$ cat src/hdl/jmic_defines.vh
`ifndef JMIC_DEFINES_VH
`define JMIC_DEFINES_VH

// register offsets
`define JMIC_ADDR_CTRL 8'h0f
`define JMIC_ADDR_X 8'h10
`define JMIC_ADDR_Y 8'h11
`define JMIC_ADDR_LEFT 8'h12
`define JMIC_ADDR_RIGHT 8'h13
`define JMIC_ADDR_TOP 8'h14
`define JMIC_ADDR_BOTTOM 8'h15

// measure_control fields
`define JMIC_BIT_IDLE 7
`define JMIC_TB_HI 6
`define JMIC_TB_LO 4
`define JMIC_BIT_IRQ_DIS 3
`define JMIC_BIT_IRQ_SRC 2
`define JMIC_BIT_SRST 1
`define JMIC_BIT_VALID 0

// reset values
`define JMIC_RST_CTRL 8'hf0
`define JMIC_RST_COORD 8'h00
`define JMIC_RST_LEFT 8'h05
`define JMIC_RST_RIGHT 8'hfb
`define JMIC_RST_TOP 8'h05
`define JMIC_RST_BOTTOM 8'hfb

// timing: reference clock and derived tick counts
`define JMIC_REF_KHZ 8000
`define JMIC_LP_UNIT_MS 20
`define JMIC_LP_UNIT_TICKS (`JMIC_LP_UNIT_MS * `JMIC_REF_KHZ)
`define JMIC_IRQ_DELAY_US 450
`define JMIC_IRQ_DELAY_TICKS ((`JMIC_IRQ_DELAY_US * `JMIC_REF_KHZ) / 1000)

// low-power period in units of 20 ms per time-base code
`define JMIC_LP_U0 5'h01
`define JMIC_LP_U1 5'h02
`define JMIC_LP_U2 5'h04
`define JMIC_LP_U3 5'h05
`define JMIC_LP_U4 5'h07
`define JMIC_LP_U5 5'h0a
`define JMIC_LP_U6 5'h0d
`define JMIC_LP_U7 5'h10

// soft reset sequence length in clk cycles
`define JMIC_SRST_CYCLES 3'h4

`endif

$ cat src/hdl/jmic_measure_irq.v
`timescale 1ns/10ps
`include "jmic_defines.vh"

// Operation
// control register resets to 1111 0000: idle, 320 ms, irq on, per-measurement.
// idle bit 0 selects low-power mode with self-timed measurements.
// idle bit 1 starts a measurement only after the Y-read acknowledge; the code also starts one on leaving reset or soft reset.
// bits 6:4 choose one of eight low-power wake periods.
// period codes map to 20, 40, 80, 100, 140, 200, 260, 320 ms.
// bit 3 high holds the interrupt pin released; low drives it normally.
// bit 2 low asserts the interrupt after every completed measurement.
// per-measurement irq at each low-power wake, or 450 us after Y read in idle.
// interrupt releases after the acknowledge following a Y register read.
// bit 2 high asserts interrupt only when position leaves the dead zone.
// dead-zone irq re-asserts at next measurement while still outside.
// host should pair dead-zone interrupts with low-power mode.
// writing 1 to bit 1 reloads every register with its reset value.
// soft-reset bit returns to 0 by itself when the sequence ends.
// valid bit reads 0 while a conversion is in progress.
// valid bit sets once new X and Y values are stored.
// pointer at 0Fh, 10h or 11h freezes control, X and Y views; the code freezes only the valid bit of control.
// frozen views update only after the pointer leaves those addresses.
// X at 10h and Y at 11h are signed, read-only, zero after reset.
// limits left, right, top, bottom at 12h-15h reset to +5, -5, +5, -5.
// outside means X above left, X below right, Y above top, Y below bottom.
// wake periods and 450 us delay count ticks of the reference clock.
module jmic_measure_irq #(
  parameter LP_UNIT_TICKS = `JMIC_LP_UNIT_TICKS
) (
  input wire clk_i,
  input wire rst_i,
  input wire ref_clk_i,
  input wire [7:0] reg_ptr_i,
  input wire reg_wr_i,
  input wire [7:0] reg_wdata_i,
  input wire y_read_ack_i,
  input wire conv_done_i,
  input wire [7:0] conv_x_i,
  input wire [7:0] conv_y_i,
  input wire motion_irq_n_i,
  output reg [7:0] reg_rdata_o,
  output reg reg_ptr_valid_o,
  output reg meas_start_o,
  output reg motion_irq_n_o,
  output reg motion_irq_oe_o
);

  localparam ST_START = 2'h0;
  localparam ST_CONV = 2'h1;
  localparam ST_WAIT = 2'h2;
  localparam [7:0] RST_CTRL = `JMIC_RST_CTRL;

  ////////////////////////////////////////////////////////////////////////////////

  function [31:0] lp_ticks;
    input [2:0] code;
    reg [4:0] units;
    begin
      case (code)
        3'h0: units = `JMIC_LP_U0;
        3'h1: units = `JMIC_LP_U1;
        3'h2: units = `JMIC_LP_U2;
        3'h3: units = `JMIC_LP_U3;
        3'h4: units = `JMIC_LP_U4;
        3'h5: units = `JMIC_LP_U5;
        3'h6: units = `JMIC_LP_U6;
        default: units = `JMIC_LP_U7;
      endcase
      lp_ticks = units * LP_UNIT_TICKS;
    end
  endfunction

  function outside_zone;
    input [7:0] x;
    input [7:0] y;
    input [7:0] lim_l;
    input [7:0] lim_r;
    input [7:0] lim_t;
    input [7:0] lim_b;
    begin
      outside_zone = ($signed(x) > $signed(lim_l)) || ($signed(x) < $signed(lim_r)) ||
                     ($signed(y) > $signed(lim_t)) || ($signed(y) < $signed(lim_b));
    end
  endfunction

  function is_snapshot_addr;
    input [7:0] a;
    begin
      is_snapshot_addr = (a == `JMIC_ADDR_CTRL) || (a == `JMIC_ADDR_X) || (a == `JMIC_ADDR_Y);
    end
  endfunction

  ////////////////////////////////////////////////////////////////////////////////
  // reference clock synchroniser and edge finder

  reg ref_s1;
  reg ref_s2;
  reg ref_s3;
  reg ref_lvl;
  reg ref_tick;

  always @(posedge clk_i)
  begin
    if (rst_i)
    begin
      ref_s1 <= 1'b0;
      ref_s2 <= 1'b0;
      ref_s3 <= 1'b0;
      ref_lvl <= 1'b0;
      ref_tick <= 1'b0;
    end
    else
    begin
      ref_s1 <= ref_clk_i;
      ref_s2 <= ref_s1;
      ref_s3 <= ref_s2;
      ref_tick <= 1'b0;
      if (ref_s2 == ref_s3 && ref_s2 != ref_lvl)
      begin
        ref_lvl <= ref_s2;
        ref_tick <= ref_s2;
      end
    end
  end

  ////////////////////////////////////////////////////////////////////////////////
  // soft reset sequence

  reg srst_busy;
  reg [2:0] srst_cnt;
  wire wr_ctrl = reg_wr_i && !srst_busy && reg_ptr_i == `JMIC_ADDR_CTRL;
  wire soft_rst = wr_ctrl && reg_wdata_i[`JMIC_BIT_SRST];
  wire any_rst = rst_i || srst_busy;

  always @(posedge clk_i)
  begin
    if (rst_i)
    begin
      srst_busy <= 1'b0;
      srst_cnt <= 3'h0;
    end
    else if (soft_rst)
    begin
      srst_busy <= 1'b1;
      srst_cnt <= `JMIC_SRST_CYCLES;
    end
    else if (srst_busy)
    begin
      srst_cnt <= srst_cnt - 3'h1;
      if (srst_cnt == 3'h1)
        srst_busy <= 1'b0;
    end
  end

  ////////////////////////////////////////////////////////////////////////////////
  // configuration registers

  reg [7:2] ctrl;
  reg [7:0] lim_left;
  reg [7:0] lim_right;
  reg [7:0] lim_top;
  reg [7:0] lim_bottom;
  wire idle_mode = ctrl[`JMIC_BIT_IDLE];
  wire irq_src = ctrl[`JMIC_BIT_IRQ_SRC];

  always @(posedge clk_i)
  begin
    if (any_rst)
    begin
      ctrl <= RST_CTRL[7:2];
      lim_left <= `JMIC_RST_LEFT;
      lim_right <= `JMIC_RST_RIGHT;
      lim_top <= `JMIC_RST_TOP;
      lim_bottom <= `JMIC_RST_BOTTOM;
    end
    else if (reg_wr_i)
    begin
      case (reg_ptr_i)
        `JMIC_ADDR_CTRL: ctrl <= reg_wdata_i[7:2];
        `JMIC_ADDR_LEFT: lim_left <= reg_wdata_i;
        `JMIC_ADDR_RIGHT: lim_right <= reg_wdata_i;
        `JMIC_ADDR_TOP: lim_top <= reg_wdata_i;
        `JMIC_ADDR_BOTTOM: lim_bottom <= reg_wdata_i;
        default: ctrl <= ctrl;
      endcase
    end
  end

  ////////////////////////////////////////////////////////////////////////////////
  // measurement sequencer, wake timer, idle-mode irq delay

  reg [1:0] state;
  reg [31:0] lp_cnt;
  reg [31:0] dly_cnt;
  reg dly_run;
  reg [7:0] x_live;
  reg [7:0] y_live;
  reg valid_live;
  reg irq_pend;
  reg irq_set;
  wire lp_due = !idle_mode && lp_cnt >= lp_ticks(ctrl[`JMIC_TB_HI:`JMIC_TB_LO]);
  wire idle_go = idle_mode && y_read_ack_i;
  wire dly_due = dly_run && dly_cnt >= `JMIC_IRQ_DELAY_TICKS;

  always @*
  begin
    irq_set = 1'b0;
    if (state == ST_CONV && conv_done_i)
    begin
      if (irq_src)
        irq_set = outside_zone(conv_x_i, conv_y_i, lim_left, lim_right,
                               lim_top, lim_bottom);
      else
        irq_set = !idle_mode;
    end
    if (dly_due && !irq_src)
      irq_set = 1'b1;
  end

  always @(posedge clk_i)
  begin
    if (any_rst)
    begin
      state <= ST_START;
      lp_cnt <= 32'h0000_0000;
      dly_cnt <= 32'h0000_0000;
      dly_run <= 1'b0;
      x_live <= `JMIC_RST_COORD;
      y_live <= `JMIC_RST_COORD;
      valid_live <= 1'b0;
      meas_start_o <= 1'b0;
      irq_pend <= 1'b0;
    end
    else
    begin
      meas_start_o <= 1'b0;
      if (ref_tick && !lp_due)
        lp_cnt <= lp_cnt + 32'h0000_0001;
      if (dly_run && ref_tick && !dly_due)
        dly_cnt <= dly_cnt + 32'h0000_0001;
      if (dly_due)
        dly_run <= 1'b0;
      case (state)
        ST_START:
        begin
          meas_start_o <= 1'b1;
          valid_live <= 1'b0;
          state <= ST_CONV;
        end
        ST_CONV:
          if (conv_done_i)
          begin
            x_live <= conv_x_i;
            y_live <= conv_y_i;
            valid_live <= 1'b1;
            state <= ST_WAIT;
          end
        ST_WAIT:
          if (lp_due || idle_go)
          begin
            meas_start_o <= 1'b1;
            valid_live <= 1'b0;
            lp_cnt <= 32'h0000_0000;
            state <= ST_CONV;
          end
        default: state <= ST_START;
      endcase
      if (idle_go)
      begin
        dly_run <= 1'b1;
        dly_cnt <= 32'h0000_0000;
      end
      // a new event wins over the release in the same cycle
      if (irq_set)
        irq_pend <= 1'b1;
      else if (y_read_ack_i)
        irq_pend <= 1'b0;
    end
  end

  ////////////////////////////////////////////////////////////////////////////////
  // snapshot views, read data and interrupt pin

  reg [7:0] x_snap;
  reg [7:0] y_snap;
  reg valid_snap;

  always @(posedge clk_i)
  begin
    if (any_rst)
    begin
      x_snap <= `JMIC_RST_COORD;
      y_snap <= `JMIC_RST_COORD;
      valid_snap <= 1'b0;
    end
    else if (!is_snapshot_addr(reg_ptr_i))
    begin
      x_snap <= x_live;
      y_snap <= y_live;
      valid_snap <= valid_live;
    end
  end

  always @(posedge clk_i)
  begin
    if (rst_i)
    begin
      reg_rdata_o <= 8'h00;
      reg_ptr_valid_o <= 1'b0;
      motion_irq_n_o <= 1'b0;
      motion_irq_oe_o <= 1'b0;
    end
    else
    begin
      reg_ptr_valid_o <= reg_ptr_i >= `JMIC_ADDR_CTRL && reg_ptr_i <= `JMIC_ADDR_BOTTOM;
      case (reg_ptr_i)
        `JMIC_ADDR_CTRL: reg_rdata_o <= {ctrl, srst_busy, valid_snap};
        `JMIC_ADDR_X: reg_rdata_o <= x_snap;
        `JMIC_ADDR_Y: reg_rdata_o <= y_snap;
        `JMIC_ADDR_LEFT: reg_rdata_o <= lim_left;
        `JMIC_ADDR_RIGHT: reg_rdata_o <= lim_right;
        `JMIC_ADDR_TOP: reg_rdata_o <= lim_top;
        `JMIC_ADDR_BOTTOM: reg_rdata_o <= lim_bottom;
        default: reg_rdata_o <= 8'h00;
      endcase
      motion_irq_n_o <= 1'b0;
      motion_irq_oe_o <= irq_pend && !ctrl[`JMIC_BIT_IRQ_DIS] && !srst_busy;
    end
  end

endmodule // jmic_measure_irq

$ cat config.mk
export PLATFORM = sky130hd
export DESIGN_NAME = jmic_measure_irq
export DESIGN_NICKNAME = d
export VERILOG_FILES = /design/src/hdl/jmic_measure_irq.v
export VERILOG_INCLUDE_DIRS = /design/src /design/src/hdl
export SDC_FILE = /design/constraint.sdc
export NUM_CORES = 1
export LEC_CHECK = 0
export BUFFER_PORTS_ARGS = -buffer_cell sky130_fd_sc_hd__buf_2
export CAP_MARGIN = 0
export CORE_MARGIN = 5
export CORE_UTILIZATION = 50
export CTS_CLUSTER_SIZE = 8
export DETAILED_ROUTE_END_ITERATION = 12
export PLACE_DENSITY = 0.72
export REMOVE_ABC_BUFFERS = 1
export SLEW_MARGIN = 30
export SYNTH_ARGS = -nofsm -noshare
export SYNTH_HDL_FRONTEND = slang
export SYNTH_SLANG_ARGS = --single-unit
$ cat constraint.sdc
create_clock -name clk_i -period 4.6 [get_ports clk_i]
set_input_delay 0.69 -clock clk_i [delete_from_list [all_inputs] [get_ports clk_i]]
set_output_delay 0.69 -clock clk_i [all_outputs]
set_load 0.03 [all_outputs]
==> impl_metrics.csv, run 1 <==
group,metric,value,unit
timing,period_needed,4400,ps
global_routing,grt_max_degree,42,
setup_path,r2r_slack,200,ps
clock_tree,cts_tree,"yes",
logic_synthesis,async_reset_ff_frac,0,
min_path,min_to,"ref_s2",
die,initial_core_util,0.510,
min_path,hold_path_depth,1,
power,leakage,3.83,nW
placement,io_buffers,48,
logic_synthesis,ys_warn_count,0,
placement,dp_hpwl,13800,um
timing,finalSetupViolCount,0,
die,die_y,137,um
layout,n_antenna_cell,0,
clock_tree,path_clk_slew,60,ps
routing,dr.pass1.iters,6,
setup_path,crit_path_end_kind,"register",
layout,multi_input_area,4580,um2
global_routing,antenna_found_initial,0,
logic_synthesis,synth_area,8100,um2
logic_synthesis,ys_seq_area_frac,0.395,
placement,gp_congestion,0.825,
global_routing,grt_util_all_layers,0.216,
clock_tree,htreeDepth,4,
layout,fillers,1436,
logic_synthesis,synth-edff-count,0,
setup_path,cp-start-kind,"register",
clock_tree,hold_buffers,0,
setup_path,cpMaxStageDelayCell,"or4_4",
layout,drive_above_1_share,0.138,
setup_path,reg2reg_to,"lp_cnt[24]",
die,die-area,18900,um2
global_routing,grt_pass1_wl,32300,um
setup_path,cp_max_fo,7,
routing,wl,19600,um
logic_synthesis,dominantRegCellSynth,"dfxtp_1",
logic_synthesis,yosysTopAreaCell,"dfxtp_1",
timing,maxSlewHeadroom,0.345,
routing,vias,6865,
power,combPwrFrac,0.051,
setup_path,rr_startpoint,"ctrl[6]",
global_routing,overflow,0,
die,core-area,15900,um2
min_path,hp-class,"reg2reg",
clock_tree,numCtsBuffers,17,
setup_path,cpMostUsedCell,"ha_1",
routing,drt_iter0_drc,456,
power,power,2.99,mW
power,clock_power_share,0.477,
logic_synthesis,yosys-top-cells-area,"dfxtp_1, ha_1, nand2_1",
layout,area_growth,14.9,%
global_routing,grt_pass1_vias,6623,
power,p_sw_frac,0.232,
die,ioPinCount,51,
logic_synthesis,ys_types,66,
setup_path,cp.required,4970,ps
clock_tree,clk_path_buf_depth,2,
setup_path,critPathTopFamily,"simple AND/OR/NAND/NOR gates",
setup_path,path_buf_inv,3,
power,power.switching,694,uW
die,std_cell_rows,46,
power,powerDensity,321,nW/um2
timing,finalClockSkew,5.93,ps
clock_tree,clockRootBuffer,"clkbuf_16",
min_path,min-delay-start,"ref_s1",
logic_synthesis,synth.top_cell.area_share,0.395,
logic_synthesis,synth_area_per_cell,8.41,um2
clock_tree,cts_sinks,160,
power,power_frac_seq,0.472,
timing,maxSlewViolCount,0,
routing,viasPerCell,5.55,
layout,regArea,3210,um2
setup_path,critical_path.max_stage_delay,520,ps
timing,finalHoldViolCount,0,
routing,drtAntennaViolNets,0,
setup_path,reg2reg_depth,21,
outcome,status,"completed",
layout,utilization,0.586,
run,cap_violations,0,
logic_synthesis,ys_seq_elements,160,
routing,drc,0,
clock_tree,worstSkewPairLatency,430,ps
setup_path,crit_chain,"buf_4 > nand2b_1 > nand2_2 > ha_1 > ha_1 > inv_1 > fa_2 > inv_2 > ha_4 > a211o_1 > a31oi_4 > mux2i_1 > a21oi_1 > ha_1 > nand4b_1 > nor2_2 > and2_4 > and4bb_2 > nand2_4 > or4_4 > a21oi_2",
die,die_x,137,um
layout,nets,1115,
power,p_int,2.30,mW
power,irDropWorstVdd,0.267,mV
routing,routedWlPerCell,15.9,um
setup_path,critPathArrivalTime,4770,ps
logic_synthesis,syn_inst,964,
timing,fmax,227,MHz
timing,timing.final.crit_share,0.957,
timing,worst_pin_slew,983,ps
setup_path,criticalPathCategory,"reg2reg",
==> worst reg2reg max path, delay by kind of cell (launching register included) <==
kind	cells	cell delay [ps]
adders and majority gates	5	1320
buffers and inverters	3	260
AOI/OAI and AO/OA	4	690
muxes	1	200
DFF	1	370
and+or+nand+nor	8	1490
==> metrics by stage <==
step | setup WS (ps) | hold slack [ps] | area [um2] | setup TNS (ps) | std cells
floorplan | -432 | 414 | 7910 | -13340 | 917
global placement | 50.5 | 418 | 8610 | 0 | 1205
detailed placement | -41.2 | 439 | 8610 | -70.8 | 1205
CTS | 15.2 | 453 | 9220 | 0 | 1237
global route | -36.1 | 465 | 9310 | -120 | 1238
finish | 200 | 444 | 9310 | 0 | 1238
==> power groups by stage <==
stage | clock, mW | combinational [mW] | sequential [mW]
detailed placement | 0 | 0.149 | 1.44
finish | 1.43 | 0.152 | 1.41
CTS | 1.45 | 0.150 | 1.41
floorplan | 0 | 0.0765 | 1.44
global route | 1.51 | 0.168 | 1.41
global placement | 0 | 0.147 | 1.44
==> cells by family after synthesis <==
group	share of synthesized area
AND/OR/NAND/NOR	0.241
adder cells (fa/ha/maj)	0.104
multiplexers	0.0289
AO/OA/AOI/OAI	0.129
flip-flops	0.395
other	0.000927
buffers and inverters	0.0514
XOR/XNOR	0.0486
==> registers in the layout (all words and copies together), names as in the netlist, 6 cells and up <==
name and cells:
lim_bottom 8, lim_right 8, x_live 8, lim_top 8, lim_left 8, reg_rdata_o 8, lp_cnt 32, x_snap 8
y_snap 8, dly_cnt 32, y_live 8, ctrl 6
==> metal layers <==
layer / vias up / GRT usage / wire length [um]
li1: 3445 / - / -
met1: 3239 / 0.270 / 8840
met2: 150 / 0.367 / 9580
met3: 31 / 0.0453 / 732
met4: 0 / 0.0765 / 481
met5: - / 0 / 0
==> final cells by class <==
cell class	count	share of cell area
Inverter	57	0.0230
Timing Repair Buffer	73	0.0473
Multi-Input combinational cell	700	0.492
Clock inverter	12	0.0141
Tap cell	216	0.0290
Sequential cell	160	0.345
Clock buffer	20	0.0501
==> placed cells by master (no fill, tap or decap), types with 19 or more instances in the layout <==
cell type	Yosys	final
nor2_1	64	62
inv_1	57	54
a21oi_1	73	71
buf_4	1	24
nand4_1	20	20
nand2_1	168	167
nand3_1	28	28
dfxtp_1	160	157
mux2i_1	20	20
and3_1	29	28
o21ai_0	20	19
xnor2_1	30	30
buf_2	9	48
ha_1	66	64
==> Yosys cell counts, drive strengths merged (22+ instances only) <==
library cell  instances
nand2               169
dfxtp               160
a21oi                73
ha                   66
nor2                 65
inv                  57
clkbuf               34
xnor2                30
and3                 29
nand3                28
o21ai                22
==> how the worst max path moves through the flow <==
stage / to / slack, ps / start / cells past startpoint
6_report: lp_cnt[24] / 200 / ctrl[6] / 21
3_3_place_gp: lp_cnt[18] / 50 / ctrl[6] / 22
5_1_grt: lp_cnt[24] / -40 / ctrl[6] / 21
2_1_floorplan: lp_cnt[0] / -430 / ctrl[5] / 20
3_5_place_dp: lp_cnt[24] / -40 / ctrl[6] / 21
4_1_cts: lp_cnt[24] / 20 / ctrl[5] / 20
==> what timing repair did <==
action                     CTS  global route
pin swaps                    1             8
setup endpoints to repair    5            36
setup buffers                0             1
gates resized for setup      3            24
No activity file was read; power rests on OpenSTA's default activity.
==> run 2: changes to the inputs <==
Settings changed: PLACE_DENSITY 0.72 to unset, PLACE_DENSITY_LB_ADDON set to 0.08.
==> impl_metrics.csv, run 2 (synthesis results as in run 1) <==
group,metric,value,unit
placement,dp_hpwl,13900,um
timing,finalHoldViolCount,0,
layout,utilization,0.590,
global_routing,overflow,0,
setup_path,reg2reg_depth,21,
timing,finalClockSkew,7.54,ps
die,die_x,137,um
global_routing,grt_pass1_wl,32800,um
power,power.switching,693,uW
power,p_int,2.32,mW
die,die-area,18900,um2
placement,io_buffers,48,
layout,largestRegisters,"dly_cnt x32, lp_cnt x32",
power,leakage,3.87,nW
routing,drtAntennaViolNets,0,
layout,n_antenna_cell,0,
placement,dpl_worst_slack,100,ps
routing,routedWlPerCell,15.8,um
layout,nets,1123,
setup_path,critPathArrivalTime,4790,ps
setup_path,crit_path_end_kind,"register",
die,std_cell_rows,46,
setup_path,critical_path.max_stage_delay,520,ps
timing,layout_setup_ws,173,ps
layout,drive_above_1_share,0.144,
power,clock_power_share,0.482,
die,die_y,137,um
timing,fmax,226,MHz
routing,vias,6749,
global_routing,grt_pass1_vias,6562,
setup_path,cpMostUsedCell,"ha_1",
clock_tree,clockRootBuffer,"clkbuf_16",
power,irDropWorstVdd,0.267,mV
clock_tree,path_clk_slew,60,ps
timing,worst_pin_slew,863,ps
setup_path,cp-start-kind,"register",
placement,placed_cell_area,8660,um2
setup_path,crit_chain,"buf_4 > nand2b_4 > nand2_1 > ha_1 > ha_1 > inv_1 > fa_1 > inv_2 > ha_4 > a211o_1 > a31oi_2 > mux2i_1 > a21oi_2 > ha_1 > nand4b_1 > nor2_2 > and2_4 > and4bb_2 > nand2_4 > or4_4 > a21oi_2",
clock_tree,numCtsBuffers,17,
power,powerDensity,322,nW/um2
setup_path,cp.depth,21,
setup_path,cp.required,4960,ps
die,initial_core_util,0.510,
clock_tree,clk_path_buf_depth,2,
routing,drc,0,
placement,gp_congestion,0.836,
timing,timing.final.crit_share,0.962,
layout,final_cell_mix,"nand2_1, dfxtp_1, a21oi_1",
min_path,hold_path_depth,1,
setup_path,cp_max_fo,6,
power,power_frac_seq,0.468,
power,p_sw_frac,0.230,
run,cap_violations,0,
timing,finalSetupViolCount,0,
clock_tree,worstSkewPairLatency,430,ps
routing,wl,19600,um
routing,drt_iter0_drc,364,
power,combPwrFrac,0.050,
layout,area_growth,15.6,%
global_routing,antenna_found_initial,1,
layout,final_cells,1245,
timing,holdWs,447,ps
clock_tree,cts_tree,"yes",
setup_path,cpMaxStageDelayCell,"or4_4",
routing,viasPerCell,5.42,
setup_path,criticalPathCategory,"reg2reg",
timing,maxSlewHeadroom,0.424,
power,power,3.01,mW
timing,fin_tns_setup,0,ps
routing,dr.pass1.iters,5,
placement,dpl.cell_count,1211,
die,core-area,15900,um2
layout,final_common_cell,"nand2_1",
global_routing,grt_max_degree,37,
clock_tree,hold_buffers,0,
layout,stdcell_area,9370,um2
die,ioPinCount,51,
clock_tree,cts_sinks,160,
global_routing,grt_util_all_layers,0.220,
setup_path,critPathTopFamily,"simple AND/OR/NAND/NOR gates",
timing,maxSlewViolCount,0,
min_path,hp-class,"reg2reg",
setup_path,path_buf_inv,3,
layout,fillers,1471,
outcome,status,"completed",
clock_tree,htreeDepth,4,
timing,period_needed,4430,ps
==> run 2: worst register-to-register path, delay by kind of cell (launching register included) <==
family / cells / cell delay (ps)
adders and majority gates: 5 / 1370
AOI/OAI and AO/OA: 4 / 690
buffers and inverters: 3 / 280
and+or+nand+nor: 8 / 1460
muxes: 1 / 240
DFF: 1 / 340
==> run 2: power by group through the flow <==
stage | logic [mW] | registers (mW) | clock network, mW
2_1_floorplan | 0.0765 | 1.44 | 0
3_3_place_gp | 0.150 | 1.44 | 0
3_5_place_dp | 0.151 | 1.44 | 0
4_1_cts | 0.152 | 1.41 | 1.48
5_1_grt | 0.169 | 1.41 | 1.54
6_report | 0.150 | 1.41 | 1.45
==> run 2: final timing paths <==
| path | start | endpoint | slack (ps) |
|---|---|---|---|
| worst min-delay path | ref_s1 | ref_s2 | 450 |
| worst max-delay path | ctrl[6] | lp_cnt[24] | 170 |
| worst max register to register | ctrl[6] | lp_cnt[24] | 170 |
| worst min register to register | ref_s1 | ref_s2 | 450 |
==> run 2: routing by layer <==
metal	track usage	up-vias	wire length, um
met5	0	-	10
met4	0.0732	2	344
met3	0.0358	28	629
met2	0.378	106	9570
met1	0.281	3143	9060
li1	-	3470	-
==> run 2: timing repair <==
action | 4_1_cts | 5_1_grt
gates resized for setup | 0 | 27
setup endpoints to repair | 0 | 36
buffers inserted | 0 | 3
==> run 2: final cells by class <==
type,instances,area [um2],area share
well taps,216,270,0.0289
clock buffers,19,443,0.0473
clock inverters,12,158,0.0168
repair buffers,81,504,0.0538
multi-input cells,700,4570,0.488
flip-flops and latches,160,3210,0.342
inverters,57,214,0.0228
==> run 3: changes to the inputs <==
Settings changed: CORE_UTILIZATION 50 to 55.
==> impl_metrics.csv, run 3 (synthesis results as in run 1) <==
group,metric,value,unit
outcome,status,"completed",
routing,drtAntennaViolNets,0,
routing,drt_iter0_drc,408,
placement,placed_cell_area,8600,um2
setup_path,reg2reg_depth,21,
timing,finalClockSkew,7.65,ps
timing,timing.final.crit_share,0.960,
clock_tree,cts_tree,"yes",
routing,wl,19500,um
power,p_sw_frac,0.225,
power,combPwrFrac,0.049,
clock_tree,cts_sinks,160,
global_routing,grt_max_degree,57,
timing,maxSlewViolCount,0,
global_routing,antenna_found_initial,1,
placement,dpl_worst_slack,35.5,ps
die,die_x,131,um
die,ioPinCount,51,
power,irDropWorstVdd,0.266,mV
setup_path,criticalPathCategory,"reg2reg",
die,die_y,131,um
layout,utilization,0.642,
power,power.switching,696,uW
layout,stdcell_area,9290,um2
clock_tree,htreeDepth,4,
placement,dp_hpwl,13600,um
layout,final_cell_mix,"nand2_1, dfxtp_1, a21oi_1",
global_routing,grt_pass1_vias,6577,
min_path,hold_path_depth,1,
layout,final_cells,1206,
power,p_int,2.39,mW
run,cap_violations,0,
timing,holdWs,448,ps
die,std_cell_rows,44,
min_path,hp-class,"reg2reg",
routing,dr.pass1.iters,6,
layout,final_common_cell,"nand2_1",
global_routing,grt.busiest_layer,"met2",
timing,finalSetupViolCount,0,
layout,drive_above_1_share,0.131,
timing,maxSlewHeadroom,0.324,
setup_path,cp.required,4970,ps
global_routing,use_met2,0.387,
die,die-area,17300,um2
layout,area_growth,14.7,%
setup_path,cp_max_fo,7,
timing,finalHoldViolCount,0,
routing,routedWlPerCell,16.2,um
clock_tree,worstSkewPairLatency,430,ps
global_routing,grt_pass1_wl,32700,um
layout,n_antenna_cell,0,
clock_tree,path_clk_slew,60,ps
setup_path,cp-start-kind,"register",
clock_tree,clockRootBuffer,"clkbuf_16",
clock_tree,hold_buffers,0,
timing,period_needed,4420,ps
routing,drc,0,
clock_tree,numCtsBuffers,17,
die,initial_core_util,0.560,
global_routing,met3_usage,0.0466,
setup_path,crit_path_end_kind,"register",
power,clock_power_share,0.494,
placement,dpl.cell_count,1174,
routing,viasPerCell,5.66,
setup_path,critPathArrivalTime,4780,ps
power,leakage,3.86,nW
timing,worst_pin_slew,1010,ps
global_routing,overflow,0,
placement,gp_congestion,0.834,
timing,fmax,226,MHz
power,power_frac_seq,0.457,
power,powerDensity,332,nW/um2
clock_tree,post_cts_buffers,0,
placement,io_buffers,48,
routing,vias,6820,
global_routing,globalRouteMet1Util,0.286,
global_routing,grt_util_all_layers,0.229,
power,power,3.09,mW
clock_tree,clk_path_buf_depth,2,
timing,layout_setup_ws,183,ps
timing,fin_tns_setup,0,ps
layout,nets,1115,
layout,largestRegisters,"dly_cnt x32, lp_cnt x32",
die,core-area,14500,um2
## run 3: changes by cell type in the layout (fill, tap and decap cells not counted), sizes merged
cell / before / now
clkinv: 3 / 6
buf: 81 / 73
clkinvlp: 3 / 1
inv: 60 / 58
clkbuf: 19 / 20
bufinv: 3 / 4
## run 3: routing by layer
metal / up-vias / share of wire
li1: 3449 / -
met1: 3171 / 0.44
met2: 154 / 0.49
met3: 44 / 0.043
met4: 2 / 0.025
met5: - / 0.00036
## run 3: path summary, 6_finish.rpt
path / from / end / slack [ps]
max: ctrl[6] / lp_cnt[24] / 180
max reg2reg: ctrl[6] / lp_cnt[24] / 180
min: ref_s1 / ref_s2 / 450
min reg2reg: ref_s1 / ref_s2 / 450
## run 3: power by group through the flow
stage | sequential (mW) | clock (mW) | combinational (mW)
CTS | 1.41 | 1.55 | 0.151
global placement | 1.44 | 0 | 0.148
global route | 1.41 | 1.62 | 0.169
floorplan | 1.44 | 0 | 0.0765
finish | 1.41 | 1.53 | 0.151
detailed placement | 1.44 | 0 | 0.150
## run 3: what timing repair did
item                                    CTS  global route
gates resized for setup                   1            16
endpoints found under the setup margin    1            36
pin swaps                                 0             6
## run 3: final cells by class
type / count / area, um2
multi-input cells: 700 / 4560
fillers: 1277 / 5190
well taps: 184 / 230
clock buffers: 20 / 457
repair buffers: 73 / 444
flip-flops and latches: 160 / 3210
inverters: 57 / 214
clock inverters: 12 / 181
## run 3: worst max-delay path, cell delays in order (launching register included)
cell and delay (ps):
dfxtp_2 340, buf_4 150, nand2b_1 90, nand2_1 80
ha_1 200, ha_1 270, inv_1 50, fa_1 420
inv_2 80, ha_4 200, a211o_1 270, a31oi_2 190
mux2i_1 210, a21oi_1 100, ha_1 290, nand4b_1 130
nor2_2 60, and2_4 160, and4bb_2 350, nand2_4 90
or4_4 520, a21oi_2 130
